**config.mk**
```make
export PLATFORM = sky130hd
export DESIGN_NAME = sws_slave
export DESIGN_NICKNAME = d
export VERILOG_FILES = /design/src/hw/sws_pkg.sv /design/src/hw/sws_crc8.sv /design/src/hw/sws_slave.sv
export SDC_FILE = /design/constraint.sdc
export NUM_CORES = 1
export LEC_CHECK = 0
export BUFFER_PORTS_ARGS = -buffer_cell sky130_fd_sc_hd__buf_4
export CAP_MARGIN = 40
export CELL_PAD_IN_SITES_DETAIL_PLACEMENT = 1
export CELL_PAD_IN_SITES_GLOBAL_PLACEMENT = 1
export CORE_ASPECT_RATIO = 1.25
export CORE_MARGIN = 10
export CORE_UTILIZATION = 47
export DETAILED_ROUTE_END_ITERATION = 8
export PLACE_DENSITY = 0.91
export SYNTH_ARGS = -nofsm -noshare
export SYNTH_HDL_FRONTEND = slang
export SYNTH_SLANG_ARGS = --single-unit
export TNS_END_PERCENT = 5
```
**constraint.sdc**
```tcl
create_clock -name mclk -period 4.53 [get_ports mclk]
set_input_delay 0.453 -clock mclk [delete_from_list [all_inputs] [get_ports mclk]]
set_output_delay 0.453 -clock mclk [all_outputs]
set_load 0.05 [all_outputs]
```
**src/hw/sws_pkg.sv**
```systemverilog
package sws_pkg;

    // ********************************
    // Timing
    // ********************************
    localparam int CLK_PERIOD_NS  = 10;
    localparam int NS_PER_US      = 1000;
    localparam int T_BUSRST_US    = 480;
    localparam int T_PRES_WAIT_US = 30;
    localparam int T_PRES_LEN_US  = 120;
    localparam int T_SLOT_US      = 30;
    // Least times, rounded up to whole cycles
    localparam int BUSRST_CYC    = (T_BUSRST_US * NS_PER_US
                                    + CLK_PERIOD_NS - 1) / CLK_PERIOD_NS;
    localparam int PRES_WAIT_CYC = (T_PRES_WAIT_US * NS_PER_US
                                    + CLK_PERIOD_NS - 1) / CLK_PERIOD_NS;
    localparam int PRES_LEN_CYC  = (T_PRES_LEN_US * NS_PER_US
                                    + CLK_PERIOD_NS - 1) / CLK_PERIOD_NS;
    localparam int SLOT_CYC      = (T_SLOT_US * NS_PER_US
                                    + CLK_PERIOD_NS - 1) / CLK_PERIOD_NS;
    localparam int CNT_W         = 16;

    // ********************************
    // Command codes
    // ********************************
    localparam logic [7:0] CMD_SEARCH    = 8'hf0;
    localparam logic [7:0] CMD_READID    = 8'h33;
    localparam logic [7:0] CMD_MATCH     = 8'h55;
    localparam logic [7:0] CMD_SKIP      = 8'hcc;
    localparam logic [7:0] CMD_CONVERT   = 8'h44;
    localparam logic [7:0] CMD_RD_SENSOR = 8'hbe;
    localparam logic [7:0] CMD_RD_STAGE  = 8'haa;

    // ********************************
    // Buffer layout and counters
    // ********************************
    localparam logic [3:0] SB_TEMP_LO = 4'h0;
    localparam logic [3:0] SB_TEMP_HI = 4'h1;
    localparam logic [3:0] SB_CONFIG  = 4'h4;
    localparam logic [3:0] SB_CRC     = 4'h8;
    localparam logic [7:0] SB_FILL    = 8'hff;
    localparam logic [3:0] CFG_FILL   = 4'hf;
    localparam logic [2:0] BIT_LAST   = 3'h7;
    localparam logic [5:0] ID_LAST    = 6'h3f;
    localparam logic [1:0] PH_TRUE    = 2'h0;
    localparam logic [1:0] PH_COMP    = 2'h1;
    localparam logic [1:0] PH_DIR     = 2'h2;
    localparam logic [7:0] CRC_POLY   = 8'h8c;
    localparam int         BODY_BITS  = 56;
    localparam logic [7:0]  FAMILY_DEF = 8'h5a;            // Arbitrary value
    localparam logic [47:0] SERIAL_DEF = 48'h0000_1234_5678; // Arbitrary value
    localparam logic [15:0] TEMP_RST   = 16'h0000;

    typedef enum logic [3:0] {
        ST_IDLE, ST_PRES, ST_ROMCMD, ST_READID, ST_MATCH, ST_SEARCH,
        ST_FUNC, ST_CONV, ST_RDSENS, ST_ADDR, ST_RDSTAGE
    } sws_state_e;

    // One CRC step, bit taken LSB first, register shifts right
    function automatic logic [7:0] sws_crc_step(input logic [7:0] c,
                                                input logic       b);
        sws_crc_step = (c >> 1) ^ ((c[0] ^ b) ? CRC_POLY : 8'h00);
    endfunction

    // CRC over the low 56 identity bits, starting from zero
    function automatic logic [7:0] sws_crc_body(input logic [55:0] d);
        logic [7:0] c;
        c = 8'h00;
        for (int i = 0; i < BODY_BITS; i++) begin
            c = sws_crc_step(c, d[i]);
        end
        return c;
    endfunction

endpackage

```
**src/hw/sws_crc8.sv**
```systemverilog
`timescale 1ns/100ps
module sws_crc8
    import sws_pkg::*;
(
    input  wire logic       mclk,
    input  wire logic       rst,
    input  wire logic       clr,
    input  wire logic       en,
    input  wire logic       din,
    output logic [7:0]      crc
);

    typedef struct packed {
        logic [7:0] crc;
    } sws_crc_s;

    sws_crc_s crc_reg;
    sws_crc_s crc_next;

    // Clear beats a shift so a restart never mixes in a stale bit
    always_comb begin
        crc_next = crc_reg;
        if (clr) begin
            crc_next.crc = 8'h00; // RULE23
        end else if (en) begin
            crc_next.crc = sws_crc_step(crc_reg.crc, din); // RULE23
        end
    end

    always_ff @(posedge mclk or posedge rst) begin
        if (rst) begin
            crc_reg <= '0;
        end else begin
            crc_reg <= crc_next;
        end
    end

    assign crc = crc_reg.crc;

endmodule

```
**src/hw/sws_slave.sv**
```systemverilog
// Overview of operation
// (RULE1) Bytes travel least significant bit first both ways.
// (RULE2) Data pin only pulls low or releases; released when not sending.
// (RULE3) Bus idles high; bits may be spaced arbitrarily while high.
// (RULE4) Line low past 480 us resets the bus interface.
// (RULE5) Access is init, identity command, function command, else silence.
// (RULE6) Master reset pulse is answered with a device presence pulse.
// (RULE7) Four 8-bit identity commands; function command only after one.
// (RULE8) Search sends bit and complement, drops out on mismatch.
// (RULE9) Read-identity shifts out all 64 identity bits.
// (RULE10) Match accepts function command only if all 64 bits agree.
// (RULE11) Skip selects the device without identity code.
// (RULE12) Master avoids skip plus sensor read with several devices.
// (RULE13) Convert starts exactly one conversion, result into temp bytes.
// (RULE14) Read slots after convert answer 0 while busy, 1 when done.
// (RULE15) Bus-powered case needs master strong pull-up, no polling.
// (RULE16) Sensor read sends bytes 0 to 8, byte 8 is CRC.
// (RULE17) Sensor CRC runs over bytes 0 to 7 as they leave.
// (RULE18) Reset pulse during either read abandons the transfer.
// (RULE19) Stage read takes address byte, starts at address bits 2:0.
// (RULE20) Stage byte pointer wraps from 7 to 0.
// (RULE21) Stage CRC covers command, address and eight data bytes.
// (RULE22) Stage read address replaces the stored commit destination.
// (RULE23) CRC is x^8+x^5+x^4+1, starts at zero, LSB first.
// (RULE24) Identity is family byte, 48-bit serial, CRC of low 56 bits.
// (RULE25) Sensor bytes 2,3,5,6,7 read as all ones.
// (RULE26) Config byte shows location pins low, ones in bits 7:4.
// (RULE27) Reset pulse anywhere aborts and gets a presence answer.
// (RULE28) Unknown function command leaves the device passive.
`timescale 1ns/100ps
module sws_slave
    import sws_pkg::*;
#(
    parameter logic [7:0]       FAMILY       = FAMILY_DEF,
    parameter logic [47:0]      SERIAL       = SERIAL_DEF,
    parameter logic [CNT_W-1:0] RST_CYC      = CNT_W'(BUSRST_CYC),
    parameter logic [CNT_W-1:0] PRES_LEN     = CNT_W'(PRES_LEN_CYC),
    parameter logic [CNT_W-1:0] PRES_WAIT    = CNT_W'(PRES_WAIT_CYC),
    parameter logic [CNT_W-1:0] SLOT         = CNT_W'(SLOT_CYC)
)(
    input  wire logic           mclk,
    input  wire logic           rst,
    input  wire logic           dqIn,
    output logic                dqOut,
    output logic                dqOe,
    input  wire logic [3:0]     locPins,
    input  wire logic           convDone,
    input  wire logic [15:0]    tempIn,
    input  wire logic [63:0]    stageData,
    input  wire logic           stageWrStb,
    input  wire logic [7:0]     stageWrAddr,
    output logic                convStart,
    output logic [7:0]          commitAddr
);

    // ********************************
    // State and constants
    // ********************************
    localparam logic [55:0]      ID_BODY   = {SERIAL, FAMILY};
    localparam logic [63:0]      ID_CODE   = {sws_crc_body(ID_BODY),
                                              ID_BODY}; // RULE24

    typedef struct packed {
        sws_state_e        st;
        logic              dqPrev;
        logic              dqLevel;
        logic              drive;
        logic [CNT_W-1:0]  lowCnt;
        logic              rstSeen;
        logic [CNT_W-1:0]  tmr;
        logic              inSlot;
        logic [7:0]        rxSh;
        logic [2:0]        bitCnt;
        logic [5:0]        idx;
        logic [1:0]        phase;
        logic              miss;
        logic [3:0]        byteCnt;
        logic [2:0]        ptr;
        logic              conv;
        logic              convStart;
        logic [15:0]       temp;
        logic [7:0]        commit;
    } sws_main_s;

    sws_main_s state_reg;
    sws_main_s state_next;

    logic       fallEdge;
    logic       riseEdge;
    logic       bitEv;
    logic       txSt;
    logic       txBit;
    logic [7:0] curByte;
    logic [7:0] rxNew;
    logic [7:0] crcVal;
    logic       crcClr;
    logic       crcEn;
    logic       crcBit;

    // Sensor buffer byte by index
    function automatic logic [7:0] sensorByte(input logic [3:0]  n,
                                              input logic [15:0] t,
                                              input logic [3:0]  loc,
                                              input logic [7:0]  c);
        if (n == SB_TEMP_LO) begin
            sensorByte = t[7:0];
        end else if (n == SB_TEMP_HI) begin
            sensorByte = t[15:8];
        end else if (n == SB_CONFIG) begin
            sensorByte = {CFG_FILL, loc}; // RULE26
        end else if (n == SB_CRC) begin
            sensorByte = c;
        end else begin
            sensorByte = SB_FILL; // RULE25
        end
    endfunction

    // ********************************
    // Slot timing and bit sources
    // ********************************
    // Slots wait on the master's edge with no timeout
    assign fallEdge = state_reg.dqPrev & ~dqIn; // RULE3
    assign riseEdge = ~state_reg.dqPrev & dqIn;
    assign bitEv    = state_reg.inSlot && (state_reg.tmr == SLOT - 1'b1);
    assign rxNew    = {dqIn, state_reg.rxSh[7:1]}; // RULE1

    // Byte on the wire for both buffer reads
    assign curByte = (state_reg.st == ST_RDSENS) ?
        sensorByte(state_reg.byteCnt, state_reg.temp, locPins, crcVal) :
        ((state_reg.byteCnt == SB_CRC) ? crcVal :
         stageData[{state_reg.ptr, 3'h0} +: 8]);

    // Which states send, the bit to send, and CRC feed
    always_comb begin
        txSt   = 1'b0;
        txBit  = 1'b1;
        crcEn  = 1'b0;
        crcClr = 1'b1;
        case (state_reg.st)
            ST_READID: begin
                txSt  = 1'b1;
                txBit = ID_CODE[state_reg.idx]; // RULE9
            end
            ST_SEARCH: begin
                txSt  = (state_reg.phase != PH_DIR);
                txBit = ID_CODE[state_reg.idx] ^
                        (state_reg.phase == PH_COMP); // RULE8
            end
            ST_CONV: begin
                txSt  = 1'b1;
                txBit = ~state_reg.conv; // RULE14
            end
            ST_RDSENS, ST_RDSTAGE: begin
                txSt   = 1'b1;
                txBit  = curByte[state_reg.bitCnt]; // RULE1
                crcClr = 1'b0;
                crcEn  = bitEv && (state_reg.byteCnt != SB_CRC); // RULE17
            end
            ST_FUNC, ST_ADDR: begin
                crcClr = 1'b0;
                crcEn  = bitEv; // RULE21
            end
            default: begin
                txSt = 1'b0;
            end
        endcase
        if (bitEv && state_reg.st == ST_FUNC && state_reg.bitCnt == BIT_LAST
            && rxNew == CMD_RD_SENSOR) begin
            crcClr = 1'b1; // RULE17
        end
    end

    assign crcBit = txSt ? txBit : dqIn;

    sws_crc8 sws_crc8_inst (
        .mclk (mclk),
        .rst  (rst),
        .clr  (crcClr),
        .en   (crcEn),
        .din  (crcBit),
        .crc  (crcVal)
    );

    // ********************************
    // Next state
    // ********************************
    always_comb begin
        state_next           = state_reg;
        state_next.dqPrev    = dqIn;
        state_next.dqLevel   = 1'b0; // RULE2
        state_next.convStart = 1'b0;
        // Low-time counter saturates at the bus reset threshold
        if (dqIn) begin
            state_next.lowCnt = '0;
        end else if (state_reg.lowCnt != RST_CYC) begin
            state_next.lowCnt = state_reg.lowCnt + 1'b1;
        end
        if (state_reg.conv && convDone) begin
            state_next.conv = 1'b0;
            state_next.temp = tempIn; // RULE13
        end
        if (stageWrStb) begin
            state_next.commit = stageWrAddr;
        end
        // Slot engine: drive only a zero bit, release at slot end
        if (state_reg.st == ST_PRES) begin
            state_next.tmr = state_reg.tmr + 1'b1;
            if (state_reg.tmr == PRES_WAIT - 1'b1) begin
                state_next.drive = 1'b1; // RULE6
            end
            if (state_reg.tmr == PRES_WAIT + PRES_LEN - 1'b1) begin
                state_next.drive  = 1'b0;
                state_next.st     = ST_ROMCMD;
                state_next.bitCnt = '0;
            end
        end else if (state_reg.st != ST_IDLE && fallEdge
                     && !state_reg.inSlot) begin
            state_next.inSlot = 1'b1;
            state_next.tmr    = '0;
            state_next.drive  = txSt & ~txBit; // RULE2
        end else if (state_reg.inSlot) begin
            state_next.tmr = state_reg.tmr + 1'b1;
            if (bitEv) begin
                state_next.inSlot = 1'b0;
                state_next.drive  = 1'b0; // RULE2
            end
        end
        if (bitEv) begin
            state_next.bitCnt = state_reg.bitCnt + 1'b1;
            state_next.rxSh   = rxNew;
            case (state_reg.st)
                ST_ROMCMD: begin
                    state_next.idx   = '0;
                    state_next.phase = PH_TRUE;
                    state_next.miss  = 1'b0;
                    if (state_reg.bitCnt == BIT_LAST) begin // RULE7
                        if (rxNew == CMD_READID) begin
                            state_next.st = ST_READID;
                        end else if (rxNew == CMD_MATCH) begin
                            state_next.st = ST_MATCH;
                        end else if (rxNew == CMD_SKIP) begin
                            state_next.st = ST_FUNC; // RULE11
                        end else if (rxNew == CMD_SEARCH) begin
                            state_next.st = ST_SEARCH;
                        end else begin
                            state_next.st = ST_IDLE; // RULE5
                        end
                    end
                end
                ST_READID: begin
                    state_next.idx = state_reg.idx + 1'b1;
                    if (state_reg.idx == ID_LAST) begin
                        state_next.st     = ST_FUNC;
                        state_next.bitCnt = '0;
                    end
                end
                ST_MATCH: begin
                    state_next.idx  = state_reg.idx + 1'b1;
                    state_next.miss = state_reg.miss
                                      | (dqIn != ID_CODE[state_reg.idx]);
                    if (state_reg.idx == ID_LAST) begin // RULE10
                        state_next.st = state_next.miss ? ST_IDLE : ST_FUNC;
                        state_next.bitCnt = '0;
                    end
                end
                ST_SEARCH: begin
                    state_next.phase = state_reg.phase + 1'b1;
                    if (state_reg.phase == PH_DIR) begin // RULE8
                        state_next.phase = PH_TRUE;
                        state_next.idx   = state_reg.idx + 1'b1;
                        if (dqIn != ID_CODE[state_reg.idx]
                            || state_reg.idx == ID_LAST) begin
                            state_next.st = ST_IDLE;
                        end
                    end
                end
                ST_FUNC: begin
                    if (state_reg.bitCnt == BIT_LAST) begin
                        state_next.byteCnt = '0;
                        if (rxNew == CMD_CONVERT) begin
                            state_next.st = ST_CONV;
                            if (!state_reg.conv) begin
                                state_next.conv      = 1'b1; // RULE13
                                state_next.convStart = 1'b1;
                            end
                        end else if (rxNew == CMD_RD_SENSOR) begin
                            state_next.st = ST_RDSENS; // RULE16
                        end else if (rxNew == CMD_RD_STAGE) begin
                            state_next.st = ST_ADDR; // RULE19
                        end else begin
                            state_next.st = ST_IDLE; // RULE28
                        end
                    end
                end
                ST_ADDR: begin
                    if (state_reg.bitCnt == BIT_LAST) begin
                        state_next.ptr    = rxNew[2:0]; // RULE19
                        state_next.commit = rxNew; // RULE22
                        state_next.st     = ST_RDSTAGE;
                    end
                end
                ST_RDSENS, ST_RDSTAGE: begin
                    if (state_reg.bitCnt == BIT_LAST) begin
                        state_next.byteCnt = state_reg.byteCnt + 1'b1;
                        // Three-bit pointer wraps on its own
                        state_next.ptr = state_reg.ptr + 1'b1; // RULE20
                        if (state_reg.byteCnt == SB_CRC) begin
                            state_next.st = ST_IDLE; // RULE16
                        end
                    end
                end
                default: begin
                    state_next.rxSh = rxNew;
                end
            endcase
        end
        // Long low level aborts anything, even mid-read
        if (!dqIn && state_reg.lowCnt == RST_CYC - 1'b1) begin
            state_next.st      = ST_IDLE; // RULE4 RULE18
            state_next.rstSeen = 1'b1;
            state_next.drive   = 1'b0;
            state_next.inSlot  = 1'b0;
        end else if (state_reg.rstSeen && riseEdge) begin
            state_next.rstSeen = 1'b0;
            state_next.st      = ST_PRES; // RULE27
            state_next.tmr     = '0;
        end
    end

    always_ff @(posedge mclk or posedge rst) begin
        if (rst) begin
            state_reg <= '0;
        end else begin
            state_reg <= state_next;
        end
    end

    assign dqOut      = state_reg.dqLevel;
    assign dqOe       = state_reg.drive;
    assign convStart  = state_reg.convStart;
    assign commitAddr = state_reg.commit;

    // A slot left open while passive would keep the next fall from opening a slot
    logic inSlotNow;
    assign inSlotNow = state_reg.inSlot && state_reg.st == ST_IDLE;
endmodule

```
======== Word-level counts from Yosys, hierarchy flattened ========
Memory sizes are Yosys's and may differ from the RTL's.
Cells that the tools add are included.
operators by class
  add/sub/neg operators ................... 7
  $lt $le $gt $ge ......................... 2
  equality and inequality tests ........... 37
  shift operators ......................... 1
  muxes and demuxes ....................... 82
  bitwise operators ....................... 11
  reductions and logical operators ........ 39
operators with widths
  operator               number
  $mux 8                 14
  $mux 4                 21
  $mux 16                4
  $shiftx 64x7->8        1
  $mux 17                3
  $add 16x1->16 const B  2
  $eq 8x8->1 const B     4
  $pmux 4 s7             1
  $mux 21                1
  $mux 3                 7
  $eq 4x3->1 const B     5
  $pmux 6 s3             1
  $reduce_bool 2->1      9
  $mux 1                 17
  $eq 16x12->1 const B   1
  $eq 16x14->1 const B   1
  $eq 16x16->1 const B   1
  $eq 4x4->1 const B     4
  $eq 8x7->1 const B     2
  $ne 16x16->1 const B   1
  $reduce_bool 4->1      3
  $logic_and 1x1->1      10
  $eq 4x1->1 const B     2
  $eq 4x2->1 const B     2
  other kinds (38)       62
word-level totals
  bits in registers ....................... 101
  memory bits (read-only) ................. 64
  memories kept ........................... 1
memory list
  memory           words  bits a word  rd ports  clocked after Yosys merged registers in  write ports  line              source
  (no name shown)  64     1            1         0                                        0            sws_slave.sv:271  if (dqIn != ID_CODE[state_reg.idx]

======== Depth between registers and ports, before layout ========
  word-level depth ........................ 15
  mapped depth ............................ 13
  depth with buffers taken out ............ 10

======== Cells and area by module ========
Synthesis repeated with hierarchy kept, for this count alone.
second synthesis, totals
  cells, all modules ...................... 741
  area, all modules ....................... 6,557.5 um^2
by module, submodules not included
  module     times used  cells each  area an instance (um^2)
  sws_slave  1           708         6,193.4
  sws_crc8   1           33          364.1

======== Worst setup path after synthesis ========
OpenSTA, ideal clock, no wires.
  path kind ............................... register -> register
  start point ............................. reg state_reg[37] (netlist name)
  end point ............................... reg sws_crc8_inst.crc_reg, in the netlist sws_crc8_inst.crc[2]
  library setup time ...................... 87 ps
  arrival time ............................ 2,561 ps
  data required time ...................... 4,443 ps
  setup slack ............................. 1,882 ps
  cell stages (with the launch flop) ...... 12
  path buffers ............................ 1
  path through ............................ dfrtp_1 -> inv_1 -> ha_1 -> mux2i_1 -> a211oi_1 -> a211oi_2 -> or4_1 -> and3_1 -> clkbuf_1 -> and3_1 -> a21bo_2 -> a211oi_2
on the way
  longest elaborated chain between the ends .. 10
RTL lines
  what                    line              source
  from (decl)             sws_slave.sv:85   sws_main_s state_reg;
  from (signal assigned)  sws_slave.sv:334  state_reg <= state_next;
  $mem_v2 64x1 *          n/a
  $mux 1 *                n/a
  $xor 1x1->1             sws_slave.sv:146  txBit = ID_CODE[state_reg.idx] ^
  $pmux 1 s4 *            sws_slave.sv:139  case (state_reg.st)
  $mux 1 *                sws_slave.sv:173  assign crcBit = txSt ? txBit : dqIn;
  $xor 1x1->1 *           sws_pkg.sv:62     sws_crc_step = (c >> 1) ^ ((c[0] ^ b) ? CRC_POLY : 8'h00);
  $mux 8 *                sws_pkg.sv:62
  $xor 7x8->8 *           sws_pkg.sv:62
  $mux 8 *                sws_crc8.sv:25    end else if (en) begin
  $mux 8 *                sws_crc8.sv:23    if (clr) begin
  to (signal assigned)    sws_crc8.sv:34    crc_reg <= crc_next;
  to (decl)               sws_crc8.sv:17    sws_crc_s crc_reg;
Mark *: on every way between the ends. The rest lies on a longest branch, timed or not. The select of a mux whose other input is x is not followed.
A chain may end at the register's enable or synchronous reset.

======== Worst setup path after layout ========
  start point ............................. reg state_reg[27] (netlist name)
  end point ............................... reg state_reg, in the netlist dqOe
on the way
  longest elaborated chain between the ends .. 11
RTL lines
  what                          line              source
  $shiftx 64x7->8               sws_slave.sv:131  stageData[{state_reg.ptr, 3'h0} +: 8]);
  $mux 8                        sws_slave.sv:130  ((state_reg.byteCnt == SB_CRC) ? crcVal :
  $mux 8                        sws_slave.sv:128  assign curByte = (state_reg.st == ST_RDSENS) ?
  $bmux 1 s3                    sws_slave.sv:155  txBit = curByte[state_reg.bitCnt];
  $mux 1 (not written as such)  sws_slave.sv:155
  $pmux 1 s4                    sws_slave.sv:139
  $not 1->1                     sws_slave.sv:220  state_next.drive = txSt & ~txBit;
  $and 1x1->1                   sws_slave.sv:220
  $mux 1                        sws_slave.sv:216  end else if (state_reg.st != ST_IDLE && fallEdge
  $mux 1                        sws_slave.sv:206  if (state_reg.st == ST_PRES) begin
  $mux 1                        sws_slave.sv:318  if (!dqIn && state_reg.lowCnt == RST_CYC - 1'b1) begin
No other way between the ends. The select of a mux whose other input is x is not followed.

==> run metrics <==
Starting Density=47.6%; nets=947; Post-CTS Resized=0; combinational group share of total power=9.1%; Num CTS Buffers=9; vias in the first global route=6897; CP arrival=3.43 ns; max reg flops=75; cell area power density=241 mW/mm²; DRT iter0 DRCs=455; Post-Route WL=21900 µm; Max-Slew Margin vs Limit=39.3%; endpoints failing hold=0; WL/cell=21.5 µm; outcome=finished, final reports clean; row cnt=49; r2r startpoint=state_reg[27]; fin crit share=69.7%; post-CTS setup buffer count=0; WP depth=8; async set-reset flop share out of synthesis=100%; RSZ-0062 raised after global routing=no; Yosys cell types=77; gr usage total=22.0%; Mapped Cells=765; highest-delay cell along the critical path=dfrtp_1; Final Slew Violations=0; most common flop cell mapped by yosys=dfrtp_1; CP cell instances=mux4_2 > mux2i_1 > o21ai_0 > a311o_1 > o221ai_1 > a221o_1 > nand2_1 > a32oi_1; Post-synth EDFFs=0; syn_nets=876; initial antenna violation count=0; number of routed nets with antenna violations=0; # DRC=0; CP bufs+invs=0; Slew @ Worst Pin=0.910 ns; Int Power=1450 µW; maxcap violations=0; worst setup path class=flop to flop; Syn Area/Cell=8.92 µm²; Clock Latency Late Sink=0.36 ns; clock skew=0.00671 ns; first-pass GRT wire length=35900 µm; CTS tree=yes; Crit. End Element=flop; Die Footprint=0.0198 mm²; DP HPWL=16600 µm; Sw Pwr=452 µW; CP Max Fanout=19; H-tree levels=3; share of cells above drive strength 1=21.9%; final setup TNS=0 ns; worst min-delay path category=input pin to async pin; Final min period=3.16 ns; clock tree buffer depth=2; area growth from synthesis to layout=15.9%; CP max stage delay=0.94 ns; clk slew on worst S/H paths=0.07 ns; Inserted Diodes=0; global placement routability congestion=1.04; peak supply drop=191 µV; clock share of power=43.1%; Die Span Y=155 µm; I/O Pins=108; total gr overflow=0; number of synthesized register bits=100; R2R Setup Slk=1.37 ns; die width=128 µm; CTS root buf=clkbuf_16; Final setup viols=0; CP required=4.81 ns; TritonRoute pass-1 iters=5; CP top delay family=compound AO/OA/AOI/OAI gates; # port buffers=106; Hold WS=0.265 ns; fin util=55.1%; clock sink count=100; Mapped Area=0.00682 mm²; Worst R2R End=dqOe; CP startpoint kind=flop; Net Sw Frac=23.8%; crit path capture=dqOe; vias per cell=6.24; Seq/Total Area, Yosys=36.7%; Leakage=0.00342 µW; Core ar.=0.0143 mm²; largest net degree at the start of global routing=66; Fillers=1678; fmax=0.317 GHz; critical path launch point=state_reg[27]; reg2reg path depth=8; Seq pwr share=47.8%; hold buffer count at CTS=0; synth warn=0; via count=6358
cells in the mapped netlist, drive strengths merged (11+ instances only):
master | n | area, µm²
buf | 36 | 246
nand2b | 11 | 68.8
nand3 | 28 | 140
ha | 14 | 175
a21oi | 66 | 330
mux4 | 15 | 338
nor3 | 21 | 110
mux2i | 19 | 190
nor2 | 55 | 209
and3 | 13 | 81.3
inv | 25 | 93.8
dfrtp | 100 | 2500
nand3b | 12 | 90.1
mux2 | 21 | 236
or3 | 13 | 81.3
o21ai | 46 | 230
clkbuf | 14 | 52.6
nand2 | 97 | 364
placed cells by master, fill, tap and decap left out, types with 14 or more instances in the layout:
cell	n
a21oi_1	66
buf_4	109
dfrtp_1	100
ha_1	14
inv_1	24
mux2_2	19
mux2i_1	19
mux4_2	15
nand2_1	97
nand3_1	28
nor2_1	54
nor3_1	20
o21ai_0	44
power groups by stage:
| stage | clock (µW) | combinational [µW] | sequential, µW |
|---|---|---|---|
| 2_1_floorplan | 0 | 92.0 | 925 |
| 6_report | 820 | 173 | 910 |
| 3_5_place_dp | 0 | 175 | 927 |
| 4_1_cts | 837 | 176 | 910 |
| 5_1_grt | 875 | 187 | 911 |
| 3_3_place_gp | 0 | 168 | 926 |
worst min path at each step:
stage / cells after the start / startpoint / slack (ns) / end
final: 2 / rst / 0.27 / state_reg[79]
after floorplan: 1 / state_reg[25] / 0.46 / convStart
after global placement: 2 / state_reg[70] / 0.48 / state_reg[70]
after CTS: 2 / rst / 0.30 / state_reg[80]
after detailed placement: 2 / state_reg[70] / 0.50 / state_reg[70]
after global routing: 2 / tempIn[11] / 0.32 / state_reg[19]
area by class of cell:
class | count | area, µm² | share of cell area (%)
Clock inverter | 4 | 55.1 | 0.696
Tap cell | 178 | 223 | 2.82
Inverter | 25 | 96.3 | 1.22
Clock buffer | 12 | 256 | 3.24
Timing Repair Buffer | 110 | 846 | 10.7
Multi-Input combinational cell | 590 | 3930 | 49.7
Sequential cell | 100 | 2500 | 31.7
per-stage QoR:
stage | worst slack (ns) | instance area (µm²) | cells | total power (µW)
floorplan | 1.46 | 6820 | 765 | 1020
global placement | 1.48 | 7570 | 1002 | 1090
detailed placement | 1.37 | 7590 | 1003 | 1100
CTS | 1.36 | 7910 | 1019 | 1920
global route | 1.08 | 7910 | 1019 | 1970
finish | 1.37 | 7910 | 1019 | 1900
cells by family (layout without fill, tap and decap cells):
logic type / Yosys count / in the layout / share of synthesized area [%]
buffers and inverters: 75 / 151 / 5.76
DFF: 100 / 100 / 36.7
other: 1 / 1 / 0.0550
muxes: 55 / 55 / 11.2
AOI/OAI and AO/OA: 189 / 189 / 17.5
xor gates and xnor gates: 14 / 14 / 1.80
adders and majority gates: 14 / 14 / 2.57
and+or+nand+nor: 317 / 317 / 24.5
routing by layer:
layer,vias to the layer above,track usage (%),wire (µm)
met5,-,0,0
met4,0,9.18,702
met3,51,4.07,1120
met2,198,40.1,11700
met1,3177,24.2,8330
li1,2932,-,-
No activity file was read; power rests on OpenSTA's default activity.
